[src/rtl/ipl_map.vh]
`ifndef IPL_MAP_VH
`define IPL_MAP_VH

////////////////////////////////////////////////////////////////////////////////
// register word offsets
`define IPL_OFF_REG_TWO     8'h02
`define IPL_OFF_REG_THREE   8'h03
`define IPL_OFF_REG_FOUR    8'h04
`define IPL_OFF_REG_FIVE    8'h05
`define IPL_OFF_IRQ_STATUS  8'h10
`define IPL_OFF_IRQ_MASK    8'h11

////////////////////////////////////////////////////////////////////////////////
// reset values and writable bits (reserved bits are zero here)
`define IPL_RST_PRIO        16'h0000
`define IPL_RST_IRQ         16'h0000
`define IPL_WMASK_TWO       16'h0FCF
`define IPL_WMASK_THREE     16'hFFFC
`define IPL_WMASK_FOUR      16'hFC3F
`define IPL_WMASK_FIVE      16'hFF3F
`define IPL_WMASK_IRQ       16'h0007

////////////////////////////////////////////////////////////////////////////////
// field encodings
`define IPL_FIELD_OFF       2'h0
`define IPL_FIELD_L0        2'h1
`define IPL_FIELD_L1        2'h2
`define IPL_FIELD_L2        2'h3

////////////////////////////////////////////////////////////////////////////////
// field low bit inside the 64-bit image {five, four, three, two}
`define IPL_POS_EXT_A       6'd0
`define IPL_POS_EXT_B       6'd2
`define IPL_POS_LOW_VOLT    6'd6
`define IPL_POS_PLL_UNLOCK  6'd8
`define IPL_POS_FLASH_ERR   6'd10
`define IPL_POS_CAN_BOFF    6'd18
`define IPL_POS_CAN_ERR     6'd20
`define IPL_POS_CAN_WAKE    6'd22
`define IPL_POS_CAN_MSG     6'd24
`define IPL_POS_PORT_F      6'd26
`define IPL_POS_PORT_E      6'd28
`define IPL_POS_PORT_D      6'd30
`define IPL_POS_PORT_C      6'd32
`define IPL_POS_PORT_B      6'd34
`define IPL_POS_PORT_A      6'd36
`define IPL_POS_SER1_RX     6'd42
`define IPL_POS_SER1_TX     6'd44
`define IPL_POS_SER0_RX     6'd46
`define IPL_POS_SER0_TX     6'd48
`define IPL_POS_UART1_TXE   6'd50
`define IPL_POS_UART1_TXI   6'd52
`define IPL_POS_UART1_RXE   6'd56
`define IPL_POS_UART1_RXF   6'd58
`define IPL_POS_DEC1_HOME   6'd60
`define IPL_POS_DEC1_INDEX  6'd62

////////////////////////////////////////////////////////////////////////////////
// event status bits
`define IPL_EVT_BLOCKED     0
`define IPL_EVT_RSVD_WR     1
`define IPL_EVT_LVL_CHG     2

`endif

[src/rtl/ipl_regs.v]
`timescale 1ns/1ps
`default_nettype none
`include "ipl_map.vh"

module ipl_regs #(
    parameter NUM_SRC  = 25,
    parameter ADDR_W   = 8,
    parameter DATA_W   = 16
) (
    // clock and reset
    input  wire                   clock_in,
    input  wire                   nrst_in,
    // register port
    input  wire [ADDR_W-1:0]      addr_in,
    input  wire [DATA_W-1:0]      wdata_in,
    input  wire                   wr_in,
    input  wire                   rd_in,
    output reg  [DATA_W-1:0]      rdata_out,
    // request sources
    input  wire                   ext_req_a_in,
    input  wire                   ext_req_b_in,
    input  wire [NUM_SRC-3:0]     periph_req_in,
    // towards arbitration
    output reg  [NUM_SRC-1:0]     fwd_req_out,
    output reg  [2*NUM_SRC-1:0]   fwd_level_out,
    // event interrupt
    output reg                    irq_out
);

    ////////////////////////////////////////////////////////////////////////////
    // source index to field position

    function [5:0] src_pos;
        input integer idx;
        begin
            case (idx)
                0:       src_pos = `IPL_POS_EXT_A;
                1:       src_pos = `IPL_POS_EXT_B;
                2:       src_pos = `IPL_POS_LOW_VOLT;
                3:       src_pos = `IPL_POS_PLL_UNLOCK;
                4:       src_pos = `IPL_POS_FLASH_ERR;
                5:       src_pos = `IPL_POS_CAN_BOFF;
                6:       src_pos = `IPL_POS_CAN_ERR;
                7:       src_pos = `IPL_POS_CAN_WAKE;
                8:       src_pos = `IPL_POS_CAN_MSG;
                9:       src_pos = `IPL_POS_PORT_F;
                10:      src_pos = `IPL_POS_PORT_E;
                11:      src_pos = `IPL_POS_PORT_D;
                12:      src_pos = `IPL_POS_PORT_C;
                13:      src_pos = `IPL_POS_PORT_B;
                14:      src_pos = `IPL_POS_PORT_A;
                15:      src_pos = `IPL_POS_SER1_RX;
                16:      src_pos = `IPL_POS_SER1_TX;
                17:      src_pos = `IPL_POS_SER0_RX;
                18:      src_pos = `IPL_POS_SER0_TX;
                19:      src_pos = `IPL_POS_UART1_TXE;
                20:      src_pos = `IPL_POS_UART1_TXI;
                21:      src_pos = `IPL_POS_UART1_RXE;
                22:      src_pos = `IPL_POS_UART1_RXF;
                23:      src_pos = `IPL_POS_DEC1_HOME;
                default: src_pos = `IPL_POS_DEC1_INDEX;
            endcase
        end
    endfunction

    // writable bits of a mapped priority register; zero elsewhere
    function [DATA_W-1:0] wr_mask;
        input [ADDR_W-1:0] a;
        begin
            case (a)
                `IPL_OFF_REG_TWO:   wr_mask = `IPL_WMASK_TWO;
                `IPL_OFF_REG_THREE: wr_mask = `IPL_WMASK_THREE;
                `IPL_OFF_REG_FOUR:  wr_mask = `IPL_WMASK_FOUR;
                `IPL_OFF_REG_FIVE:  wr_mask = `IPL_WMASK_FIVE;
                default:            wr_mask = {DATA_W{1'b0}};
            endcase
        end
    endfunction

    ////////////////////////////////////////////////////////////////////////////
    // state

    reg  [DATA_W-1:0]  prio_two_q;
    reg  [DATA_W-1:0]  prio_three_q;
    reg  [DATA_W-1:0]  prio_four_q;
    reg  [DATA_W-1:0]  prio_five_q;
    reg  [DATA_W-1:0]  irq_status_q;
    reg  [DATA_W-1:0]  irq_mask_q;
    reg  [1:0]         ext_a_sync_q;
    reg  [1:0]         ext_b_sync_q;
    reg  [NUM_SRC-1:0] req_prev_q;

    reg  [DATA_W-1:0]  irq_status_d;
    reg  [DATA_W-1:0]  irq_mask_d;
    reg  [DATA_W-1:0]  rdata_d;
    reg  [DATA_W-1:0]  cur_word;
    reg  [DATA_W-1:0]  new_word;
    reg  [DATA_W-1:0]  evt_set;

    wire [63:0]          prio_all;
    wire [NUM_SRC-1:0]   req_now;
    wire [NUM_SRC-1:0]   src_en;
    wire [2*NUM_SRC-1:0] src_lvl;
    wire [DATA_W-1:0]    wmask;
    wire                 prio_hit;

    assign prio_all = {prio_five_q, prio_four_q, prio_three_q, prio_two_q};
    assign wmask    = wr_mask(addr_in);
    assign prio_hit = (wmask != {DATA_W{1'b0}});

    ////////////////////////////////////////////////////////////////////////////
    // external request pins come from outside: two flops before use

    always @(posedge clock_in) begin
        if (!nrst_in) begin
            ext_a_sync_q <= 2'h0;
            ext_b_sync_q <= 2'h0;
        end else begin
            ext_a_sync_q <= {ext_a_sync_q[0], ext_req_a_in};
            ext_b_sync_q <= {ext_b_sync_q[0], ext_req_b_in};
        end
    end

    assign req_now = {periph_req_in, ext_b_sync_q[1], ext_a_sync_q[1]};

    ////////////////////////////////////////////////////////////////////////////
    // per-source decode

    genvar g;
    generate
        for (g = 0; g < NUM_SRC; g = g + 1) begin : g_src
            ipl_level_dec u_dec (
                .field_in   (prio_all[src_pos(g) +: 2]),
                .enable_out (src_en[g]),
                .level_out  (src_lvl[2*g +: 2])
            );
        end
    endgenerate

    ////////////////////////////////////////////////////////////////////////////
    // priority registers

    always @* begin
        case (addr_in)
            `IPL_OFF_REG_TWO:   cur_word = prio_two_q;
            `IPL_OFF_REG_THREE: cur_word = prio_three_q;
            `IPL_OFF_REG_FOUR:  cur_word = prio_four_q;
            `IPL_OFF_REG_FIVE:  cur_word = prio_five_q;
            default:            cur_word = {DATA_W{1'b0}};
        endcase
        new_word = wdata_in & wmask;
    end

    always @(posedge clock_in) begin
        if (!nrst_in) begin
            prio_two_q   <= `IPL_RST_PRIO;
            prio_three_q <= `IPL_RST_PRIO;
            prio_four_q  <= `IPL_RST_PRIO;
            prio_five_q  <= `IPL_RST_PRIO;
        end else if (wr_in) begin
            case (addr_in)
                `IPL_OFF_REG_TWO:   prio_two_q   <= new_word;
                `IPL_OFF_REG_THREE: prio_three_q <= new_word;
                `IPL_OFF_REG_FOUR:  prio_four_q  <= new_word;
                `IPL_OFF_REG_FIVE:  prio_five_q  <= new_word;
                default:            prio_two_q   <= prio_two_q;
            endcase
        end
    end

    ////////////////////////////////////////////////////////////////////////////
    // events, status and mask

    // a rising request on a disabled source is dropped, but software hears of it
    always @* begin
        evt_set = {DATA_W{1'b0}};
        evt_set[`IPL_EVT_BLOCKED] = |(req_now & ~req_prev_q & ~src_en);
        evt_set[`IPL_EVT_RSVD_WR] = wr_in && prio_hit &&
                                    ((wdata_in & ~wmask) != {DATA_W{1'b0}});
        evt_set[`IPL_EVT_LVL_CHG] = wr_in && prio_hit && (new_word != cur_word);
    end

    always @* begin
        irq_status_d = irq_status_q;
        irq_mask_d   = irq_mask_q;
        if (wr_in && addr_in == `IPL_OFF_IRQ_STATUS) begin
            irq_status_d = irq_status_q & ~wdata_in;
        end
        if (wr_in && addr_in == `IPL_OFF_IRQ_MASK) begin
            irq_mask_d = wdata_in & `IPL_WMASK_IRQ;
        end
        // set after clear so a same-cycle event survives
        irq_status_d = (irq_status_d | evt_set) & `IPL_WMASK_IRQ;
    end

    always @(posedge clock_in) begin
        if (!nrst_in) begin
            irq_status_q <= `IPL_RST_IRQ;
            irq_mask_q   <= `IPL_RST_IRQ;
            req_prev_q   <= {NUM_SRC{1'b0}};
            irq_out      <= 1'b0;
        end else begin
            irq_status_q <= irq_status_d;
            irq_mask_q   <= irq_mask_d;
            req_prev_q   <= req_now;
            irq_out      <= |(irq_status_d & irq_mask_d);
        end
    end

    ////////////////////////////////////////////////////////////////////////////
    // forwarding to arbitration, registered so outputs come from flops

    always @(posedge clock_in) begin
        if (!nrst_in) begin
            fwd_req_out   <= {NUM_SRC{1'b0}};
            fwd_level_out <= {2*NUM_SRC{1'b0}};
        end else begin
            fwd_req_out   <= req_now & src_en;
            fwd_level_out <= src_lvl;
        end
    end

    ////////////////////////////////////////////////////////////////////////////
    // read port: data valid in the cycle after the strobe only

    always @* begin
        rdata_d = {DATA_W{1'b0}};
        if (rd_in) begin
            case (addr_in)
                `IPL_OFF_REG_TWO:    rdata_d = prio_two_q & `IPL_WMASK_TWO;
                `IPL_OFF_REG_THREE:  rdata_d = prio_three_q & `IPL_WMASK_THREE;
                `IPL_OFF_REG_FOUR:   rdata_d = prio_four_q & `IPL_WMASK_FOUR;
                `IPL_OFF_REG_FIVE:   rdata_d = prio_five_q & `IPL_WMASK_FIVE;
                `IPL_OFF_IRQ_STATUS: rdata_d = irq_status_q;
                `IPL_OFF_IRQ_MASK:   rdata_d = irq_mask_q;
                default:             rdata_d = {DATA_W{1'b0}};
            endcase
        end
    end

    always @(posedge clock_in) begin
        if (!nrst_in) begin
            rdata_out <= {DATA_W{1'b0}};
        end else begin
            rdata_out <= rdata_d;
        end
    end

endmodule // ipl_regs

`default_nettype wire

[src/rtl/ipl_level_dec.v]
`timescale 1ns/1ps
`default_nettype none
`include "ipl_map.vh"

module ipl_level_dec (
    // programmed field
    input  wire [1:0] field_in,
    // decoded result
    output wire       enable_out,
    output wire [1:0] level_out
);

    // only three levels exist, so level 3 can never come out
    assign enable_out = (field_in != `IPL_FIELD_OFF);
    assign level_out  = enable_out ? (field_in - 2'h1) : 2'h0;

endmodule // ipl_level_dec

`default_nettype wire

[config.mk]
export PLATFORM = sky130hd
export DESIGN_NAME = ipl_regs
export DESIGN_NICKNAME = d
export VERILOG_FILES = /design/src/rtl/ipl_regs.v /design/src/rtl/ipl_level_dec.v
export VERILOG_INCLUDE_DIRS = /design/src /design/src/rtl
export SDC_FILE = /design/constraint.sdc
export NUM_CORES = 1
export LEC_CHECK = 0
export BUFFER_PORTS_ARGS = -buffer_cell sky130_fd_sc_hd__buf_2
export CORE_UTILIZATION = 50
export CTS_CLUSTER_DIAMETER = 120
export DETAILED_ROUTE_END_ITERATION = 8
export PLACE_DENSITY = 0.76
export SETUP_SLACK_MARGIN = 0.02
export SYNTH_ARGS = -nofsm -noshare
export SYNTH_HDL_FRONTEND = slang
export SYNTH_SLANG_ARGS = --single-unit
[constraint.sdc]
create_clock -name clock_in -period 2.65 [get_ports clock_in]
set_input_delay 0.795 -clock clock_in [delete_from_list [all_inputs] [get_ports clock_in]]
set_output_delay 0.795 -clock clock_in [all_outputs]
set_load 0.005 [all_outputs]
After elaboration in Yosys (flattened, before gate mapping):

Index checks and enable logic that the tools add are counted.

* input port bits: 53
* word-level logic and storage cells: 150
* register bits after elaboration: 204
* output and inout port bits: 92

* $add $sub $neg: 25
* bitwise logic cells: 12
* eq/ne operators: 7
* reductions and logical operators: 64
* muxes and demuxes: 5

Operators with widths (number)
* 16-bit case mux with 4 select lines: 2
* 16-bit case mux with 6 select lines: 1
* 25-bit AND: 3
* 2-bit AND reduction: 30
* 25-bit inverter: 2
* 2-bit nonzero test: 25
* 2-bit by 1-bit subtractor with 2-bit output, second input constant: 25
* 16-bit AND: 2
* 16-bit nonzero test: 2
* 25-bit OR reduction: 1
* 3-bit by 16-bit AND with 16-bit output: 1
* 8-bit by 2-bit == test with 1-bit output, second input constant: 2
* 8-bit by 3-bit == test with 1-bit output, second input constant: 2
* 8-bit by 5-bit == test with 1-bit output, second input constant: 2
* 16-bit 2-to-1 mux: 1
* 16-bit inequality test: 1
* 16-bit inverter: 1
* 16-bit OR reduction: 1
* 1-bit logical AND: 5
* 3-bit AND: 1
* 3-bit 2-to-1 mux: 1
* 3-bit inverter: 1
* 3-bit bitwise OR: 1

Logic depth before layout (Yosys ltp):

* depth in word-level cells: 9
* depth in mapped cells: 10
* gate-level depth less buffers: 9

Cells and area by module:

Synthesis repeated with hierarchy kept, for this count alone.

* cells, all modules: 821
* area total of the unflattened synthesis: 7767.4 µm²

Modules (own cells, without submodules)
* ipl_regs: cells each 746, instances 1, sequential area each 3823.7 µm², area an instance 7204.4 µm²
* ipl_level_dec: cells each 3, instances 25, sequential area each 0.0 µm², area an instance 22.5 µm²

Worst setup path after synthesis:

No wires, ideal clock.

* kind: input port to flip-flop
* start: input addr_in[3]
* end: register irq_out
* arrival time: 2.604 ns
* setup slack: -0.076 ns
* cell stages on the path: 7
* data required time: 2.528 ns
* library setup time: 0.122 ns
* path buffers: 0
* cell sequence: or4_4 a2111o_1 nor3_2 o2111ai_1 o31ai_1 nand4_1 a311o_1

* word-level cells in the longest chain between the ends: 9
* elaborated cells on any way between the ends: 24
* classes of those cells: 7 x eq/ne; 4 x mux; 5 x bitwise; 8 x reduce/logical

Ends and longest elaborated chain
* start, declared: RTL line ipl_regs.v:14 `input wire [ADDR_W-1:0] addr_in,`
* 8-bit by 3-bit == test with 1-bit output / 8-bit by 2-bit == test with 1-bit output (equally long branches): RTL line ipl_regs.v:70, ipl_regs.v:144
* 16-bit case mux with 4 select lines: RTL line ipl_regs.v:70 `case (a)`
* 16-bit inverter: RTL line ipl_regs.v:179 `((wdata_in & ~wmask) != {DATA_W{1'b0}});`
* 16-bit AND: RTL line ipl_regs.v:179
* 16-bit nonzero test: RTL line ipl_regs.v:179
* 1-bit logical AND: RTL line ipl_regs.v:178 `` evt_set[`IPL_EVT_RSVD_WR] = wr_in && prio_hit && ``
* 3-bit bitwise OR: RTL line ipl_regs.v:193 `` irq_status_d = (irq_status_d | evt_set) & `IPL_WMASK_IRQ; ``
* 3-bit by 16-bit AND with 16-bit output (*): RTL line ipl_regs.v:206 `irq_out <= |(irq_status_d & irq_mask_d);`
* 16-bit OR reduction (*): RTL line ipl_regs.v:206
* end signal, assigned: RTL line ipl_regs.v:206
* end, declared: RTL line ipl_regs.v:27 `output reg irq_out`

Mark *: on every way between the ends. The rest lies on a longest branch, timed or not.
A chain may end at the register's enable or synchronous reset.

Worst setup path after layout:

* start: input addr_in[6]
* end: register irq_out

The elaborated chain is that of the path after synthesis.

==> reports/qor.yml <==
period_share_pct: 92.9
layout.nets: 1165
io_buffers: 144
routabilityCongestion: 0.896
wl_per_cell_um: 16.0
regArea_um2: 3820
ys_types: 63
worstSetupPathType: "input port to register"
synth_top_flop_cell: "dfxtp_1"
antenna_cells: 0
synth_top_area_share_pct: 49.1
worstHoldPathType: "register to register"
clkTransAtPathRegs_ns: 0.07
antenna_found_initial: 0
tns_ns: 0
status: "finished, final reports clean"
seq_area_frac_synth_pct: 49.1
root_buffer: "clkbuf_16"
cts_resized: 0
syn_to_final_growth_pct: 24.8
vias: 6819
grt_pass1_vias: 6318
ys_ff_latch: 191
cp-start-kind: "input port"
grt_setup_unrepaired: "no"
clk_latency_ns: 0.45
r2r_start: "prio_five_q[14]"
fillers: 1292
holdBufCountCts: 0
crit_path_start: "addr_in[6]"
synth_area_leaders: "dfxtp_1 49%, nand2_1 6.1%, nor2_1 5.0%, a21boi_0 4.6%, inv_1 4.1%"
routed_wl_mm: 20.6
grt_usage_pct: 26.4
finalHoldViolCount: 0
placedCellCount: 1256
viasPerCell: 5.29
postCtsSetupRepairBufs: 0
worstPathRequired_ns: 2.98
max_cap_violations: 0
path_delay_family: "compound AO/OA/AOI/OAI gates"
cts_max_level: 4
yosysTopAreaCell: "dfxtp_1"
dp_hpwl_mm: 15.4
fin_skew_ns: 0.0119
hold_start: "ext_a_sync_q[0]"
whs_ns: 0.435
cts_tree: "yes"
postRouteAntennaNets: 0
p_seq_share_pct: 50.9
switchingPower_mw: 1.35
avgSynthCellArea_um2: 8.75
drive_gt1_share_pct: 24.2
cellLeakagePower_nw: 4.41
slew_violations: 0
slowest_stage: "or4_4"
start_util_pct: 51.2
drc: 0
finalPower_mw: 5.71
peakVddDrop_v: 0.000553
coreArea_um2: 15200
synth_cells: 889
synth_nets: 967
setup_viol: 0
synth_edf_count: 0
async_flop_share_pct: 0
syn_area_um2: 7780
p_sw_share_pct: 23.7
numCtsBuffers: 17
fp.dieW_um: 127
grt_overflow: 0
max_freq_ghz: 0.406
final_cells: 1288
die_area_um2: 16100
max_stage_delay_ns: 0.58
endpoint_kind: "register"
fp.dieH_um: 127
final_cell_area_um2: 9710
intPower_mw: 4.36
worst-slew-pin-transition_ns: 0.553
powerDensity_nw_per_um2: 588
worstPathCellList: "buf_2 > or4_4 > a2111o_1 > nor3_2 > o2111ai_1 > o31ai_1 > nand4_1 > a311o_1"
clkPwrFrac_pct: 43.0
dpl_cell_area_um2: 9150
grt_pass1_wl_mm: 32.3
drtIter0Drc: 389
io_pins: 145
arrival_ns: 2.79
crit_buf_inv: 1
path_max_fanout: 4
fp-row-count: 45
ys_warn_count: 0
relSlewSlack_pct: 63.1
grt_max_degree: 63
cts_num_sinks: 191
first_pass_iters: 5
multiInputGateArea_um2: 3410
min_period_ns: 2.46
cts_buffer_depth: 2
pwr-share-comb_pct: 6.1
[synth_stat cells, drive strengths merged (5+ instances only)]
cell type and number:
dfxtp 191, nand2 126, nor2 103, inv 84, a21boi 48, and2 32, clkbuf 28, nand2b 28
ha 25, nand3 22, o22ai 19, buf 18, and3 16, mux2i 13, o21ai 12, nor2b 11
a21oi 10, nor3 9, a221oi 7, xnor2 7, nand4 6, a211oi 5, nor4 5
[final timing paths]
path	to	depth (start not counted)	slack (ns)
hold reg to reg	ext_a_sync_q[1]	1	0.44
setup reg to reg	irq_out	9	0.53
setup / recovery	irq_out	8	0.19
hold / removal	ext_a_sync_q[1]	1	0.44
[power by group through the flow]
stage / Clock, mW / Combinational (mW) / Sequential (mW)
after floorplan: 0 / 0.185 / 2.97
after global placement: 0 / 0.341 / 2.97
after detailed placement: 0 / 0.343 / 2.97
after CTS: 2.48 / 0.345 / 2.90
after global routing: 2.60 / 0.377 / 2.90
final: 2.45 / 0.350 / 2.90
[cell families (layout without fill, tap and decap cells)]
group / Yosys count / count (layout) / synth area share (%)
AO/OA/AOI/OAI: 136 / 136 / 12.9
AND/OR/NAND/NOR: 384 / 384 / 24.0
multiplexers: 15 / 15 / 1.96
buffers and inverters: 130 / 341 / 7.06
flip-flops: 191 / 191 / 49.1
XOR/XNOR: 8 / 8 / 0.901
adder cells (fa/ha/maj): 25 / 25 / 4.02
[cell usage in the layout, fill, tap and decap left out, types with 4 or more instances in the layout]
master     instances
and3_1            16
inv_1             84
o211ai_1           4
dfxtp_1          191
clkinv_4           4
a211oi_1           5
a21oi_1           10
mux2i_1           13
nand4_1            6
o21ai_0           11
nand3b_1           4
and3b_1            4
nor2b_1           11
nand2b_1          28
buf_2            144
and2_1            32
a21boi_0          48
nor2_1           103
buf_4             78
o2111ai_1          4
o22ai_1           19
ha_1              25
nand2_1          126
nand4b_1           4
a221oi_1           4
clkbuf_16         17
xnor2_1            7
nand3_1           22
nor3_1             7
nor4_1             4
[metrics by stage]
step	utilization, %	setup WS, ns
2_1_floorplan	-	-0.0412
3_3_place_gp	60.2	-0.263
3_5_place_dp	60.2	-0.284
4_1_cts	63.9	0.191
5_1_grt	63.9	0.0342
6_report	63.9	0.188
[layer usage]
metal	track usage (%)	vias up	wire [um]
met2	43.4	229	9560
met3	5.65	36	1170
li1	-	3352	-
met1	33.6	3202	9350
met4	11.1	0	503
met5	0	-	0
[area by class of cell]
cell class	count	share of cell area [%]
Sequential cell	191	39.4
Multi-Input combinational cell	568	35.1
Timing Repair Buffer	225	14.1
Clock buffer	18	4.42
Inverter	84	3.25
Tap cell	188	2.42
Clock inverter	14	1.39
[sequential cells by signal (all words and copies together), names as in the netlist]
signal         count
rdata_out         16
irq_status_q       3
prio_two_q        16
req_prev_q        25
irq_out            1
prio_five_q       16
ext_b_sync_q       2
fwd_level_out     50
irq_mask_q         3
ext_a_sync_q       2
prio_four_q       16
prio_three_q      16
fwd_req_out       25
Note: power is estimated with default switching activity, not from simulation.
